### src/dag_pkg.sv
// shared constants, register map and carrier types of the alarm grading block
package dag_pkg;

    // timing
    localparam int unsigned CLK_MHZ      = 100;
    localparam int unsigned TICK_MS      = 10;
    localparam int unsigned TICK_CYCLES  = TICK_MS * CLK_MHZ * 1000;

    // register byte offsets
    localparam logic [7:0] OFF_SEL1      = 8'h00;
    localparam logic [7:0] OFF_SEL2      = 8'h04;
    localparam logic [7:0] OFF_SEL3      = 8'h08;
    localparam logic [7:0] OFF_SEL4      = 8'h0c;
    localparam logic [7:0] OFF_CTRL      = 8'h10;
    localparam logic [7:0] OFF_DC_LEVEL  = 8'h14;
    localparam logic [7:0] OFF_DC_TIME   = 8'h18;
    localparam logic [7:0] OFF_DUTY      = 8'h1c;
    localparam logic [7:0] OFF_IRQ_STAT  = 8'h20;
    localparam logic [7:0] OFF_IRQ_MASK  = 8'h24;
    localparam logic [7:0] OFF_STATUS    = 8'h28;
    localparam logic [7:0] OFF_FAULTS    = 8'h2c;
    localparam logic [7:0] OFF_IOMAP     = 8'h30;

    // control register fields
    localparam int unsigned CTRL_THERM_LSB = 0;
    localparam int unsigned CTRL_POLICY    = 2;
    localparam int unsigned CTRL_LOCK      = 3;
    localparam logic [1:0]  THERM_MODE_TRIP = 2'h1;
    localparam logic        POLICY_READ_ONLY = 1'b0;
    localparam logic        POLICY_QUICK     = 1'b1;

    // terminal function codes
    localparam logic [7:0] FUNC_DEW_CMD    = 8'h27;
    localparam logic [7:0] FUNC_MINOR_FLAG = 8'h62;

    // interrupt bits
    localparam int unsigned IRQ_MINOR = 0;
    localparam int unsigned IRQ_TRIP  = 1;
    localparam int unsigned IRQ_DEW   = 2;
    localparam int unsigned IRQ_W     = 3;

    // fault positions in {sel4, sel3, sel2, sel1}
    localparam int unsigned B_EXT   = 1;
    localparam int unsigned B_HOT   = 2;
    localparam int unsigned B_MOL   = 5;
    localparam int unsigned B_OPTL  = 10;
    localparam int unsigned B_OPT   = 11;
    localparam int unsigned B_SP1   = 12;
    localparam int unsigned B_SP2   = 13;
    localparam int unsigned B_CIB   = 19;
    localparam int unsigned B_FAN   = 20;
    localparam int unsigned B_OLW   = 21;
    localparam int unsigned B_HSW   = 22;
    localparam int unsigned B_WEAR  = 23;
    localparam int unsigned B_SPD   = 24;
    localparam int unsigned B_PIDA  = 25;
    localparam int unsigned B_LOWT  = 26;
    localparam int unsigned B_THERM = 27;
    localparam int unsigned B_RUN   = 28;
    localparam int unsigned B_START = 29;
    localparam int unsigned B_BATT  = 31;
    localparam logic [31:0] USED_BITS = 32'hbff83c26;

    // reset values and full-scale duty
    localparam logic [7:0]  SEL_RESET   = 8'h00;
    localparam logic [6:0]  DUTY_FULL   = 7'h64;
    localparam logic [6:0]  DUTY_RESET  = 7'h00;

    typedef struct packed {
        logic       motor1_overload;
        logic       internal_overheat;
        logic       external_fault;
        logic       serial_port2_err;
        logic       serial_port1_err;
        logic       option_fault;
        logic       option_link_fault;
        logic       wearout_alarm;
        logic       heatsink_warn;
        logic       motor_ol_warn;
        logic       fan_stall;
        logic       current_input_break;
        logic [4:0] pid_feedback_err;
        logic       backup_low;
        logic       clock_data_lost;
        logic       startup_count_limit;
        logic       run_time_limit;
        logic       thermistor_trip;
        logic       low_torque;
        logic [4:0] pid_alarm;
        logic       speed_cmd_loss;
    } dag_fault_in_s;

    typedef struct packed {
        logic [7:0]  level;
        logic [15:0] time_ticks;
        logic [6:0]  duty;
    } dag_dew_cfg_s;

endpackage

### src/dag_fault_grade.sv
// combinational sorting of fault flags into minor alarm and trip
`timescale 1ns/1ps
module dag_fault_grade (
    input  dag_pkg::dag_fault_in_s faults,
    input  logic [31:0]            sel,
    input  logic [1:0]             therm_mode,
    output logic [31:0]            fault_vec,
    output logic [31:0]            sel_eff,
    output logic                   minor,
    output logic                   trip
);
    logic [31:0] minor_term;
    logic [31:0] trip_term;

    always_comb begin
        fault_vec = '0;
        fault_vec[dag_pkg::B_MOL]   = faults.motor1_overload;
        fault_vec[dag_pkg::B_HOT]   = faults.internal_overheat;
        fault_vec[dag_pkg::B_EXT]   = faults.external_fault;
        fault_vec[dag_pkg::B_SP2]   = faults.serial_port2_err;
        fault_vec[dag_pkg::B_SP1]   = faults.serial_port1_err;
        fault_vec[dag_pkg::B_OPT]   = faults.option_fault;
        fault_vec[dag_pkg::B_OPTL]  = faults.option_link_fault;
        fault_vec[dag_pkg::B_WEAR]  = faults.wearout_alarm;
        fault_vec[dag_pkg::B_HSW]   = faults.heatsink_warn;
        fault_vec[dag_pkg::B_OLW]   = faults.motor_ol_warn;
        fault_vec[dag_pkg::B_FAN]   = faults.fan_stall;
        fault_vec[dag_pkg::B_CIB]   = faults.current_input_break
                                    | (|faults.pid_feedback_err);
        fault_vec[dag_pkg::B_BATT]  = faults.backup_low
                                    | faults.clock_data_lost;
        fault_vec[dag_pkg::B_START] = faults.startup_count_limit;
        fault_vec[dag_pkg::B_RUN]   = faults.run_time_limit;
        fault_vec[dag_pkg::B_THERM] = faults.thermistor_trip;
        fault_vec[dag_pkg::B_LOWT]  = faults.low_torque;
        fault_vec[dag_pkg::B_PIDA]  = |faults.pid_alarm;
        fault_vec[dag_pkg::B_SPD]   = faults.speed_cmd_loss;
    end

    // unused positions never count; thermistor in trip mode ignores its bit
    always_comb begin
        sel_eff = sel & dag_pkg::USED_BITS;
        if (therm_mode == dag_pkg::THERM_MODE_TRIP) begin
            sel_eff[dag_pkg::B_THERM] = 1'b0;
        end
    end

    genvar i;
    generate
        for (i = 0; i < 32; i++) begin : g_bit
            assign minor_term[i] = fault_vec[i] & sel_eff[i];
            assign trip_term[i]  = fault_vec[i] & ~sel_eff[i];
        end
    endgenerate

    assign minor = |minor_term;
    assign trip  = |trip_term;
endmodule

### src/dag_dew_pulse.sv
// dew condensation prevention pulse timer
`timescale 1ns/1ps
module dag_dew_pulse #(
    parameter int unsigned TICK_CYCLES = dag_pkg::TICK_CYCLES
) (
    input  wire logic          ref_clk,
    input  wire logic          reset,
    input  wire logic          enable,
    input  dag_pkg::dag_dew_cfg_s cfg,
    output logic               pulse_on,
    output logic               pulse_start
);
    localparam int unsigned TW = $clog2(TICK_CYCLES + 1);

    typedef enum logic [1:0] {DEW_IDLE, DEW_ON, DEW_OFF} dag_dew_e;

    dag_dew_e      state_q, state_d;
    logic [TW-1:0] tick_q;
    logic [15:0]   on_cnt_q, on_cnt_d;
    logic [23:0]   acc_q, acc_d;

    wire tick     = tick_q == TW'(TICK_CYCLES - 1);
    wire full     = cfg.duty >= dag_pkg::DUTY_FULL;
    wire runnable = enable && cfg.duty != '0 && cfg.time_ticks != '0;
    wire on_done  = tick && (on_cnt_q + 16'h0001) >= cfg.time_ticks;
    wire [23:0] rest = full ? 24'h0
                     : 24'(dag_pkg::DUTY_FULL - cfg.duty);

    // off time is paid back from an accumulator, one duty per tick, so no
    // divider is needed; a remainder below one tick rounds the off time up
    always_comb begin
        state_d  = state_q;
        on_cnt_d = on_cnt_q;
        acc_d    = acc_q;
        case (state_q)
            DEW_IDLE: begin
                on_cnt_d = '0;
                acc_d    = '0;
                if (runnable) begin
                    state_d = DEW_ON;
                end
            end
            DEW_ON: begin
                if (tick) begin
                    on_cnt_d = on_cnt_q + 16'h0001;
                    acc_d    = acc_q + rest;
                end
                if (on_done) begin
                    on_cnt_d = '0;
                    state_d  = full ? DEW_ON : DEW_OFF;
                end
            end
            DEW_OFF: begin
                if (tick) begin
                    if (acc_q <= 24'(cfg.duty)) begin
                        state_d = DEW_ON;
                        acc_d   = '0;
                    end else begin
                        acc_d = acc_q - 24'(cfg.duty);
                    end
                end
            end
            default: state_d = DEW_IDLE;
        endcase
        if (!runnable) begin
            state_d = DEW_IDLE;
        end
    end

    always_ff @(posedge ref_clk) begin
        if (reset || state_q == DEW_IDLE || tick) begin
            tick_q <= '0;
        end else begin
            tick_q <= tick_q + TW'(1);
        end
    end

    always_ff @(posedge ref_clk) begin
        if (reset) begin
            state_q     <= DEW_IDLE;
            on_cnt_q    <= '0;
            acc_q       <= '0;
            pulse_on    <= 1'b0;
            pulse_start <= 1'b0;
        end else begin
            state_q     <= state_d;
            on_cnt_q    <= on_cnt_d;
            acc_q       <= acc_d;
            pulse_on    <= state_d == DEW_ON;
            pulse_start <= state_d == DEW_ON && state_q != DEW_ON;
        end
    end

    a_on_time_end: assert property (
        @(posedge ref_clk) disable iff (reset)
        (state_q == DEW_ON && state_d == DEW_OFF)
            |-> tick && on_cnt_q + 16'h0001 >= cfg.time_ticks)
        else $error("pulse ended before its on time");

    a_off_paid_back: assert property (
        @(posedge ref_clk) disable iff (reset)
        (state_q == DEW_OFF && state_d == DEW_ON)
            |-> acc_q <= 24'(cfg.duty))
        else $error("off time ended before duty debt was paid");

    a_dew_disabled: assert property (
        @(posedge ref_clk) disable iff (reset)
        !enable |=> !pulse_on)
        else $error("pulse while prevention disabled");
endmodule

### src/dag_alarm_top.sv
// alarm grading, password policy and dew prevention with AHB-Lite registers
`timescale 1ns/1ps
// Function
// - a fault counts as minor alarm only when its mask bit is one
// - each of the four selection masks holds any eight-bit pattern
// - mask one: bit 5 overload, bit 2 overheat, bit 1 external fault
// - mask two: bits 5..2 serial port 2, port 1, option, option link
// - mask three: wear, heat-sink warn, overload warn, fan, input break/PID
// - mask four: battery/clock, starts, run time, thermistor, torque, PID, speed
// - thermistor trip mode forces an immediate trip, ignoring its mask bit
// - minor flag output, terminal function 98, active on any selected alarm
// - password mode 0 all parameters read-only but the lock bit; mode 1 quick setup only
// - dew pulses only while stopped and command 39 is asserted
// - pulse magnitude is brake level, its on time is brake time
// - pulse period chosen so on time over period equals duty
module dag_alarm_top #(
    parameter int unsigned TICK_CYCLES = dag_pkg::TICK_CYCLES
) (
    input  wire logic          ref_clk,
    input  wire logic          reset,
    input  wire logic          hsel,
    input  wire logic [31:0]   haddr,
    input  wire logic [1:0]    htrans,
    input  wire logic          hwrite,
    input  wire logic [2:0]    hsize,
    input  wire logic [31:0]   hwdata,
    input  wire logic          hready,
    output logic               hreadyout,
    output logic [31:0]        hrdata,
    output logic               hresp,
    input  dag_pkg::dag_fault_in_s faults,
    input  wire logic          drive_stopped,
    input  wire logic          din_level,
    output logic               minor_fault_flag,
    output logic               trip_stop,
    output logic               term_out,
    output logic               dew_dc_on,
    output logic [7:0]         dew_dc_level,
    output logic               irq
);
    // registers
    logic [7:0]  sel_q [4];
    logic [1:0]  therm_mode_q;
    logic        policy_q;
    logic        lock_q;
    logic [7:0]  dc_level_q;
    logic [15:0] dc_time_q;
    logic [6:0]  duty_q;
    logic [dag_pkg::IRQ_W-1:0] stat_q, stat_d, mask_q;
    logic [7:0]  in_func_q;
    logic [7:0]  out_func_q;

    // bus state and previous minor/trip levels
    logic        wr_pend_q;
    logic        rd_pend_q;
    logic [7:0]  addr_q;
    logic        minor_prev_q;
    logic        trip_prev_q;

    // grading and dew pulse
    logic [31:0] fault_vec;
    logic [31:0] sel_eff;
    logic        minor_w;
    logic        trip_w;
    logic        pulse_on;
    logic        pulse_start;

    wire [31:0] sel_all = {sel_q[3], sel_q[2], sel_q[1], sel_q[0]};

    dag_fault_grade u_grade (
        .faults     (faults),
        .sel        (sel_all),
        .therm_mode (therm_mode_q),
        .fault_vec  (fault_vec),
        .sel_eff    (sel_eff),
        .minor      (minor_w),
        .trip       (trip_w)
    );

    wire dew_cmd    = din_level && in_func_q == dag_pkg::FUNC_DEW_CMD;
    wire dew_enable = drive_stopped && dew_cmd;

    dag_dew_pulse #(
        .TICK_CYCLES (TICK_CYCLES)
    ) u_dew (
        .ref_clk     (ref_clk),
        .reset       (reset),
        .enable      (dew_enable),
        .cfg         ({dc_level_q, dc_time_q, duty_q}),
        .pulse_on    (pulse_on),
        .pulse_start (pulse_start)
    );

    // address phase and decode
    wire addr_take = hsel && htrans[1] && hready;
    wire addr_in_range = haddr[31:8] == 24'h0 && haddr[1:0] == 2'b00;
    wire [7:0] wa = addr_q;

    wire wa_sel   = wa == dag_pkg::OFF_SEL1 || wa == dag_pkg::OFF_SEL2
                 || wa == dag_pkg::OFF_SEL3 || wa == dag_pkg::OFF_SEL4;
    wire wa_quick = wa == dag_pkg::OFF_DC_LEVEL || wa == dag_pkg::OFF_DC_TIME
                 || wa == dag_pkg::OFF_DUTY;
    wire wa_param = wa_sel || wa_quick || wa == dag_pkg::OFF_CTRL
                 || wa == dag_pkg::OFF_IOMAP;

    // quick-setup items stay writable in policy 1; policy 0 freezes all but the lock bit
    wire param_wr_ok = !lock_q
                    || (policy_q == dag_pkg::POLICY_QUICK && wa_quick);
    wire param_hidden = lock_q && policy_q == dag_pkg::POLICY_QUICK
                     && wa_param && !wa_quick;

    wire wr_ok  = wr_pend_q && (!wa_param || param_wr_ok);
    wire wr_sel = wr_ok && wa_sel;
    wire [1:0] sel_idx = wa[3:2];

    wire [31:0] status_word = {28'h0, pulse_on, dew_enable,
                               trip_stop, minor_fault_flag};

    wire [31:0] rd_mux =
        param_hidden                ? 32'h0 :
        wa == dag_pkg::OFF_SEL1     ? {24'h0, sel_q[0]} :
        wa == dag_pkg::OFF_SEL2     ? {24'h0, sel_q[1]} :
        wa == dag_pkg::OFF_SEL3     ? {24'h0, sel_q[2]} :
        wa == dag_pkg::OFF_SEL4     ? {24'h0, sel_q[3]} :
        wa == dag_pkg::OFF_CTRL     ? {28'h0, lock_q, policy_q,
                                       therm_mode_q} :
        wa == dag_pkg::OFF_DC_LEVEL ? {24'h0, dc_level_q} :
        wa == dag_pkg::OFF_DC_TIME  ? {16'h0, dc_time_q} :
        wa == dag_pkg::OFF_DUTY     ? {25'h0, duty_q} :
        wa == dag_pkg::OFF_IRQ_STAT ? {29'h0, stat_q} :
        wa == dag_pkg::OFF_IRQ_MASK ? {29'h0, mask_q} :
        wa == dag_pkg::OFF_STATUS   ? status_word :
        wa == dag_pkg::OFF_FAULTS   ? fault_vec :
        wa == dag_pkg::OFF_IOMAP    ? {16'h0, out_func_q, in_func_q} :
                                      32'h0;

    // reads take one wait state so a write just before is visible
    always_ff @(posedge ref_clk) begin
        if (reset) begin
            wr_pend_q <= 1'b0;
            rd_pend_q <= 1'b0;
            addr_q    <= '0;
            hreadyout <= 1'b1;
            hrdata    <= '0;
            hresp     <= 1'b0;
        end else begin
            wr_pend_q <= addr_take && hwrite && addr_in_range;
            rd_pend_q <= addr_take && !hwrite;
            hreadyout <= !(addr_take && !hwrite);
            if (addr_take) begin
                addr_q <= addr_in_range ? haddr[7:0] : 8'hff;
            end
            if (rd_pend_q) begin
                hrdata <= rd_mux;
            end
        end
    end

    genvar g;
    generate
        for (g = 0; g < 4; g++) begin : g_sel
            always_ff @(posedge ref_clk) begin
                if (reset) begin
                    sel_q[g] <= dag_pkg::SEL_RESET;
                end else if (wr_sel && sel_idx == 2'(g)) begin
                    sel_q[g] <= hwdata[7:0];
                end
            end
        end
    endgenerate

    always_ff @(posedge ref_clk) begin
        if (reset) begin
            therm_mode_q <= '0;
            policy_q     <= dag_pkg::POLICY_READ_ONLY;
            dc_level_q   <= '0;
            dc_time_q    <= '0;
            duty_q       <= dag_pkg::DUTY_RESET;
            in_func_q    <= '0;
            out_func_q   <= '0;
        end else if (wr_ok) begin
            if (wa == dag_pkg::OFF_CTRL) begin
                therm_mode_q <= hwdata[dag_pkg::CTRL_THERM_LSB +: 2];
                policy_q     <= hwdata[dag_pkg::CTRL_POLICY];
            end
            if (wa == dag_pkg::OFF_DC_LEVEL) begin
                dc_level_q <= hwdata[7:0];
            end
            if (wa == dag_pkg::OFF_DC_TIME) begin
                dc_time_q <= hwdata[15:0];
            end
            if (wa == dag_pkg::OFF_DUTY) begin
                duty_q <= hwdata[6:0];
            end
            if (wa == dag_pkg::OFF_IOMAP) begin
                in_func_q  <= hwdata[7:0];
                out_func_q <= hwdata[15:8];
            end
        end
    end

    // the lock bit is the password gate itself, so it is never frozen
    always_ff @(posedge ref_clk) begin
        if (reset) begin
            lock_q <= 1'b0;
        end else if (wr_pend_q && wa == dag_pkg::OFF_CTRL) begin
            lock_q <= hwdata[dag_pkg::CTRL_LOCK];
        end
    end

    // sticky events, a new event beats a same-cycle clear
    wire [dag_pkg::IRQ_W-1:0] irq_ev = {pulse_start,
                                        trip_w && !trip_prev_q,
                                        minor_w && !minor_prev_q};
    wire [dag_pkg::IRQ_W-1:0] irq_clr =
        (wr_pend_q && wa == dag_pkg::OFF_IRQ_STAT)
            ? hwdata[dag_pkg::IRQ_W-1:0] : '0;
    assign stat_d = (stat_q & ~irq_clr) | irq_ev;

    always_ff @(posedge ref_clk) begin
        if (reset) begin
            stat_q       <= '0;
            mask_q       <= '0;
            irq          <= 1'b0;
            minor_prev_q <= 1'b0;
            trip_prev_q  <= 1'b0;
        end else begin
            stat_q       <= stat_d;
            irq          <= |(stat_q & mask_q);
            minor_prev_q <= minor_w;
            trip_prev_q  <= trip_w;
            if (wr_pend_q && wa == dag_pkg::OFF_IRQ_MASK) begin
                mask_q <= hwdata[dag_pkg::IRQ_W-1:0];
            end
        end
    end

    // outputs
    always_ff @(posedge ref_clk) begin
        if (reset) begin
            minor_fault_flag <= 1'b0;
            trip_stop        <= 1'b0;
            term_out         <= 1'b0;
            dew_dc_on        <= 1'b0;
            dew_dc_level     <= '0;
        end else begin
            minor_fault_flag <= minor_w;
            trip_stop        <= trip_w;
            term_out         <= out_func_q == dag_pkg::FUNC_MINOR_FLAG
                                && minor_w;
            dew_dc_on        <= pulse_on;
            dew_dc_level     <= pulse_on ? dc_level_q : 8'h00;
        end
    end

    a_minor_selected: assert property (
        @(posedge ref_clk) disable iff (reset)
        |(fault_vec & sel_all & dag_pkg::USED_BITS
          & ~(32'(therm_mode_q == dag_pkg::THERM_MODE_TRIP)
              << dag_pkg::B_THERM))
            |=> minor_fault_flag)
        else $error("selected fault did not raise minor flag");

    a_unselected_trip: assert property (
        @(posedge ref_clk) disable iff (reset)
        |(fault_vec & ~sel_all) |=> trip_stop)
        else $error("unselected fault did not trip");

    a_no_minor_flag: assert property (
        @(posedge ref_clk) disable iff (reset)
        (fault_vec & sel_all) == 32'h0 |=> !minor_fault_flag)
        else $error("minor flag without selected fault");

    a_therm_trip_mode: assert property (
        @(posedge ref_clk) disable iff (reset)
        (therm_mode_q == dag_pkg::THERM_MODE_TRIP
         && faults.thermistor_trip) |=> trip_stop)
        else $error("thermistor in trip mode did not trip");

    a_sel_write_full: assert property (
        @(posedge ref_clk) disable iff (reset)
        (wr_sel && sel_idx == 2'd3)
            |=> {24'h0, sel_q[3]} == ($past(hwdata) & 32'h000000ff))
        else $error("selection mask lost written bits");

    a_ro_policy_hold: assert property (
        @(posedge ref_clk) disable iff (reset)
        (wr_pend_q && lock_q && policy_q == dag_pkg::POLICY_READ_ONLY
         && wa == dag_pkg::OFF_DUTY) |=> $stable(duty_q))
        else $error("parameter changed under read-only password");

    a_hidden_reads_zero: assert property (
        @(posedge ref_clk) disable iff (reset)
        (rd_pend_q && param_hidden) |=> hrdata == 32'h0 && hreadyout)
        else $error("hidden parameter visible");

    a_dew_needs_stop: assert property (
        @(posedge ref_clk) disable iff (reset)
        !drive_stopped [*2] |=> !dew_dc_on)
        else $error("dew pulse while drive running");

    a_level_only_on: assert property (
        @(posedge ref_clk) disable iff (reset)
        !dew_dc_on |-> dew_dc_level == 8'h00)
        else $error("dc level without pulse");

    a_term_flag_func: assert property (
        @(posedge ref_clk) disable iff (reset)
        term_out |-> minor_fault_flag
            && $past(out_func_q) == dag_pkg::FUNC_MINOR_FLAG)
        else $error("terminal flag without function 98");

    a_irq_set_wins: assert property (
        @(posedge ref_clk) disable iff (reset)
        irq_ev[dag_pkg::IRQ_TRIP] |=> stat_q[dag_pkg::IRQ_TRIP])
        else $error("trip event lost");
endmodule

### config.mk
export PLATFORM = sky130hd
export DESIGN_NAME = dag_alarm_top
export DESIGN_NICKNAME = d
export VERILOG_FILES = /design/src/dag_pkg.sv /design/src/dag_fault_grade.sv /design/src/dag_dew_pulse.sv /design/src/dag_alarm_top.sv
export SDC_FILE = /design/constraint.sdc
export NUM_CORES = 1
export LEC_CHECK = 0
export BUFFER_PORTS_ARGS = -buffer_cell sky130_fd_sc_hd__buf_2
export CORE_UTILIZATION = 54
export CTS_CLUSTER_SIZE = 20
export DETAILED_ROUTE_END_ITERATION = 12
export PLACE_DENSITY = 0.85
export SYNTH_ARGS = -nofsm -noshare
export SYNTH_HDL_FRONTEND = slang
export SYNTH_HIERARCHICAL = 1
export SYNTH_SLANG_ARGS = --single-unit
### constraint.sdc
create_clock -name ref_clk -period 3.5 [get_ports ref_clk]
set_input_delay 0.35 -clock ref_clk [delete_from_list [all_inputs] [get_ports ref_clk]]
set_output_delay 0.35 -clock ref_clk [all_outputs]
set_load 0.01 [all_outputs]
==> results of run 1 <==
[routing by layer]
layer / vias up / global-route usage (%)
met5: - / 0
met4: 0 / 11.1
li1: 5727 / -
met3: 109 / 4.46
met2: 653 / 48.2
met1: 5633 / 38.6
[registers in the layout, summed over array words and instances, names as in the netlist, 2 cells and up]
register	count
u_dew/acc_q	24
dew_dc_level	8
dc_time_q	16
stat_q	3
sel_q	32
addr_q	8
therm_mode_q	2
hrdata	32
dc_level_q	8
duty_q	7
out_func_q	8
u_dew/on_cnt_q	16
in_func_q	8
u_dew/tick_q	20
mask_q	3
u_dew/state_q	2
[layout by cell type (no fill, tap or decap), types with 8 or more instances in the layout]
master and count:
a21o_1 20, a21oi_1 119, a221oi_1 15, a22o_1 18, a22oi_1 22, a31oi_1 14, a32oi_1 8, and2_1 19
and3_1 25, buf_2 129, buf_4 50, clkbuf_16 25, conb_1 30, dfxtp_1 174, edfxtp_1 32, ha_1 53
inv_1 75, mux2i_1 49, nand2_1 121, nand2b_1 36, nand3_1 65, nand4_1 15, nor2_1 158, nor2b_1 21
nor3_1 36, nor4_1 13, o211ai_1 11, o21a_1 11, o21ai_0 58, o22ai_1 14, or2_2 8, or3_1 12
or4_1 9, xnor2_1 31, xor2_1 24
[worst min path at each step]
stage | cells past startpoint | slack [ps] | start | endpoint
finish | 2 | 80 | hwrite | wr_pend_q$_SDFF_PP0_
global placement | 1 | 430 | out_func_q[0]$_SDFFE_PP0P_ | term_out$_SDFF_PP0_
detailed placement | 1 | 430 | out_func_q[0]$_SDFFE_PP0P_ | term_out$_SDFF_PP0_
CTS | 2 | 70 | hwrite | wr_pend_q$_SDFF_PP0_
global route | 2 | 90 | hwrite | wr_pend_q$_SDFF_PP0_
floorplan | 2 | 410 | u_dew/pulse_start$_SDFF_PP0_ | stat_q[2]$_SDFF_PP0_
[worst max-delay path, delay by kind of cell, from the launching register on]
family	cells	cell delay, ps
simple gates	7	1390
compound gates	5	880
flops	1	370
fa+ha+maj	2	360
xor+xnor	1	170
buf+inv	1	150
[metrics by stage]
stage / hold WS [ps] / util (%) / power, mW
2_1_floorplan: 413 / - / 2.79
3_5_place_dp: 434 / 59.6 / 2.92
4_1_cts: 69.1 / 63.3 / 5.51
3_3_place_gp: 435 / 59.6 / 2.92
5_1_grt: 87.8 / 63.8 / 5.65
6_report: 75.8 / 63.8 / 5.51
[report_power, final]
group	switching, mW	leakage (nW)	internal (mW)	total (mW)
registers	0.0311	1.76	2.46	2.49
clock network	1.06	0.406	1.56	2.62
logic	0.257	4.02	0.144	0.401
[repair_timing]
item | in CTS | in global routing
resized for setup | 2 | 22
gates cloned | 0 | 1
pin swaps | 1 | 6
buffers inserted | 1 | 2
setup endpoints to repair | 9 | 22
[final cells by class]
type | instances | share of cell area (%)
Tap cell | 313 | 2.69
Multi-Input combinational cell | 1162 | 51.4
Clock buffer | 34 | 4.80
Sequential cell | 209 | 31.0
Timing Repair Buffer | 181 | 7.22
Inverter | 76 | 1.96
Clock inverter | 12 | 0.928
==> flow_summary_export.csv, run 1 <==
group,metric,value,unit
outcome,status,"completed",
route,antenna_left,0,
power_and_ir_drop,ir_worst_vdd,0.276,mV
placement,place_inst,1937,
placement,dp_hpwl,25700,um
route,drc,0,
global_routing,overflow,0,
critical_path,cp_data_arrival_time,3850,ps
finish,fin_cells,1987,
clock_tree,clockBufferDepth,3,
critical_path,crit_start,"u_dew/on_cnt_q[0]$_SDFFE_PP0P_",
route,via_count,12100,
power_and_ir_drop,power.density,378,mW/mm^2
clock_tree,htreeDepth,1,
floorplanning,die-area,0.0241,sq mm
clock_tree,clock-sinks,209,
timing,tns,0,ps
timing,period_needed,3400,ps
clock_tree,cts_buffers,25,
timing,period_share,97.2,%
timing,slew_violations,0,
timing,setup_viol,0,
clock_tree,cts_tree,"yes",
power_and_ir_drop,p_leak,6.19,nW
critical_path,critPathMaxFanout,9,
global_routing,antenna_found_initial,0,
critical_path,rr_worst_depth,16,
global_routing,grt_usage,29.2,%
timing,finClkSkew,24.2,ps
finish,antenna_cells,0,
global_routing,grt_start_max_net_pins,86,
timing,slew-limit-headroom,44.7,%
route,dr_wl_met2,16500,um
finish,multi_input_area,0.00749,sq mm
critical_path,path_cells,"ha_1 -> and3_4 -> and3_1 -> and3_1 -> and3_4 -> nand3_1 -> xnor2_1 -> ha_1 -> a21o_1 -> a21o_1 -> a21oi_2 -> buf_4 -> and2_1 -> and4bb_4 -> a41oi_1 -> a31oi_1",
floorplanning,initial_utilization,55.4,%
route,top_layer,"met4",
synthesis,syn_area,0.0127,sq mm
synthesis,syn_avg_cell_area,8.33,sq um
finish,design_area,0.0146,sq mm
route,drtPass1Iterations,6,
global_routing,grt_pass1_wl,57000,um
floorplanning,die_x,155,um
timing,setup_slack,99.5,ps
timing,hold_violations,0,
finish,layout-drive-gt1-share,16.5,%
clock_tree,cts-hold-fix-buffers,0,
floorplanning,fp.dieH,155,um
placement,place_area,0.0136,sq mm
finish,area_growth,15.0,%
critical_path,endpoint,"u_dew/on_cnt_q[14]$_SDFFE_PP0P_",
critical_path,critPathKind,"reg2reg",
clock_tree,clkLatencyLatePin,550,ps
global_routing,first_global_vias,11400,
critical_path,worstSetupEndpointType,"register",
floorplanning,core,0.0228,sq mm
placement,place.gp.congestion,0.962,
clock_tree,clkTransAtPathRegs,70,ps
route,met3RoutedLength,3430,um
critical_path,worstPathRequired,3950,ps
route,wl_met1,15000,um
route,first_iter_violations,1553,
synthesis,synthCells,1521,
finish,fill_cells,1901,
finish,seqCellArea,0.00451,sq mm
timing,worst_pin_slew,826,ps
clock_tree,cts_root_buf,"clkbuf_16",
critical_path,r2r_end,"u_dew/on_cnt_q[14]$_SDFFE_PP0P_",
placement,port_buffers,130,
route,vias_per_cell,6.10,
critical_path,r2r_slack,100,ps
worst_hold_path,hold_class,"in2reg",
route,wl,36100,um
critical_path,critPathSlowestCell,"dfxtp_4",
job,max_cap_violations,0,
route,avgRoutedWirePerCell,18.2,um
placement,dpl_worst_slack,-3.06,ps
critical_path,cp_slowest_stage_delay,370,ps
floorplanning,rows,55,
synthesis,yosys_warnings,6,
floorplanning,ios,152,
finish,fin_nets,1815,
critical_path,r2r-start,"u_dew/on_cnt_q[0]$_SDFFE_PP0P_",
critical_path,setup.worst_path.start_class,"register",
timing,fmax,294,MHz
No activity file was read; power rests on OpenSTA's default activity.
==> run 2: changes to the inputs <==
CORE_UTILIZATION = 55   (was 54)
CTS_BUF_LIST = sky130_fd_sc_hd__clkbuf_4 sky130_fd_sc_hd__clkbuf_8   (was not set)
MAX_ROUTING_LAYER = met4   (was not set)
PLACE_DENSITY = 0.86   (was 0.85)
==> run 2 against run 1 <==
Effect of this change:
- final area about the same
- maximum frequency hardly changed
- critical path depth fell by 1
- utilization grew 0.53 points
- clock skew rose by 9.1 ps
- via count grew 1.3%
- total power is 2.2% lower
- clock power fell by 5%
- setup slack better by 2.3 ps
- critical endpoint is now u_dew/pulse_on$_SDFF_PP0_
==> flow_summary_export.csv, run 2 (synthesis results as in run 1) <==
group,metric,value,unit
finish,antenna_cells,0,
timing,period_share,97.1,%
route,avgRoutedWirePerCell,18.4,um
worst_hold_path,hold_class,"in2reg",
worst_hold_path,whs_path_depth,3,
job,max_cap_violations,0,
timing,setup_viol,0,
critical_path,critPathKind,"reg2reg",
critical_path,r2r_slack,100,ps
power_and_ir_drop,p_leak,6.22,nW
timing,worst_pin_slew,850,ps
clock_tree,cts_tree,"yes",
critical_path,path_cells,"ha_1 -> and3_4 -> and3_4 -> and3_4 -> and3_4 -> nand3_1 -> xnor2_1 -> ha_1 -> a21o_1 -> a21o_1 -> a21oi_4 -> a21boi_0 -> a31oi_1 -> mux2_4 -> a221oi_2",
finish,layout-drive-gt1-share,18.3,%
route,antenna_left,0,
global_routing,first_global_vias,11500,
timing,period_needed,3400,ps
finish,final_cell_mix,"174 x dfxtp_1, 158 x nor2_1, 129 x buf_2, 121 x nand2_1, 119 x a21oi_1",
critical_path,critPathSlowestCell,"dfxtp_2",
finish,multi_input_area,0.00752,sq mm
global_routing,grt_start_max_net_pins,79,
clock_tree,clkLatencyLatePin,550,ps
clock_tree,cts_buffers,36,
placement,place_area,0.0136,sq mm
route,first_iter_violations,1357,
critical_path,cp_slowest_stage_delay,350,ps
finish,seqCellArea,0.00451,sq mm
timing,timing.hold.ws,84.8,ps
floorplanning,rows,55,
critical_path,r2r-start,"u_dew/on_cnt_q[1]$_SDFFE_PP0P_",
global_routing,grt_usage,31.2,%
placement,place_inst,1912,
global_routing,grt_pass1_wl,58000,um
clock_tree,cts_root_buf,"clkbuf_8",
critical_path,cpMostUsedCell,"and3_4",
critical_path,worstSetupEndpointType,"register",
floorplanning,die_x,154,um
route,via_count,12300,
timing,slew-limit-headroom,43.2,%
power_and_ir_drop,ir_worst_vdd,0.193,mV
critical_path,rr_worst_depth,15,
worst_hold_path,hold_start,"hwdata[15]",
clock_tree,clkTransAtPathRegs,60,ps
critical_path,critPathMaxFanout,4,
timing,slew_violations,0,
finish,fin_cells,1981,
placement,dp_hpwl,25800,um
clock_tree,htreeDepth,2,
global_routing,antenna_found_initial,0,
floorplanning,ios,152,
floorplanning,fp.dieH,154,um
route,vias_per_cell,6.20,
finish,area_growth,14.9,%
route,drtPass1Iterations,7,
critical_path,crit_buf_inv,0,
clock_tree,clockBufferDepth,3,
floorplanning,die-area,0.0236,sq mm
critical_path,crit_family,"compound AO/OA/AOI/OAI gates",
clock_tree,clock-sinks,209,
outcome,status,"completed",
finish,fill_cells,1800,
finish,design_area,0.0146,sq mm
finish,top_regs,"hrdata x32, sel_q x32, u_dew/acc_q x24",
floorplanning,core,0.0226,sq mm
floorplanning,initial_utilization,55.9,%
timing,fmax,294,MHz
timing,tns,0,ps
timing,finClkSkew,33.3,ps
worst_hold_path,min_delay_worst_endpoint,"dc_time_q[15]$_SDFFE_PP0P_",
timing,rsz0062_at_grt,"yes",
global_routing,overflow,0,
placement,port_buffers,130,
power_and_ir_drop,power.density,370,mW/mm^2
route,wl,36500,um
finish,final_common_cell,"dfxtp_1",
critical_path,setup.worst_path.start_class,"register",
clock_tree,cts-hold-fix-buffers,0,
route,drc,0,
timing,hold_violations,0,
critical_path,r2r_end,"u_dew/pulse_on$_SDFF_PP0_",
finish,fin_nets,1829,
placement,place.gp.congestion,0.996,
critical_path,worstPathRequired,3960,ps
critical_path,cp_data_arrival_time,3860,ps
## run 2: cell types whose count changed in the layout (fill, tap and decap cells not counted), sizes merged
cell and delta:
clkinv +3, buf +3, clkinvlp -1, clkbuf +17
## run 2: final cells by class
cell class	count	area share [%]
well taps	285	2.45
multi-input cells	1162	51.7
inverters	76	1.96
clock inverters	14	0.920
flip-flops and latches	209	31.0
clock buffers	51	4.65
repair buffers	184	7.38
## run 2: report_power, final
part / total [mW] / internal, mW / switching [mW]
Clock: 2.49 / 1.41 / 1.08
Combinational: 0.399 / 0.146 / 0.253
Sequential: 2.49 / 2.46 / 0.0359
## run 2: tightest hold or removal path: cells and delay by family
family / cells / cell delay, ps
buffers and inverters: 1 / 100
and+or+nand+nor: 1 / 70
muxes: 1 / 60
## run 2: per-layer routing
metal,up-vias,track usage (%),wire length (um)
li1,5735,-,-
met1,5812,40.1,15300
met2,622,49.6,16800
met3,108,4.99,3210
met4,0,11.0,1150
met5,-,-,0
## run 2: repair_timing
action | CTS | global route
gates resized for setup | 5 | 21
cloned | 0 | 1
buffers inserted | 0 | 3
hold endpoints to repair | 0 | 0
setup endpoints to repair | 6 | 20
pin swaps | 2 | 6
## run 2: worst max-delay path by stage
stage / startpoint / end / slack, ps / cells past startpoint
3_5_place_dp: u_dew/on_cnt_q[3]$_SDFFE_PP0P_ / u_dew/pulse_on$_SDFF_PP0_ / -120 / 14
5_1_grt: u_dew/on_cnt_q[3]$_SDFFE_PP0P_ / u_dew/pulse_on$_SDFF_PP0_ / -40 / 14
4_1_cts: duty_q[1]$_SDFFE_PP0P_ / u_dew/acc_q[20]$_SDFFE_PP0P_ / 20 / 14
3_3_place_gp: u_dew/on_cnt_q[1]$_SDFFE_PP0P_ / u_dew/on_cnt_q[14]$_SDFFE_PP0P_ / 130 / 16
6_report: u_dew/on_cnt_q[1]$_SDFFE_PP0P_ / u_dew/pulse_on$_SDFF_PP0_ / 100 / 15
2_1_floorplan: u_dew/on_cnt_q[2]$_SDFFE_PP0P_ / u_dew/on_cnt_q[7]$_SDFFE_PP0P_ / 20 / 17
## run 2: metrics by stage
step	setup WS, ps	utilization (%)	power, mW
after global placement	129	60.1	2.92
after CTS	16.2	63.8	5.39
after detailed placement	-118	60.1	2.93
after floorplan	15.9	-	2.79
final	102	64.3	5.39
after global routing	-44.2	64.3	5.55
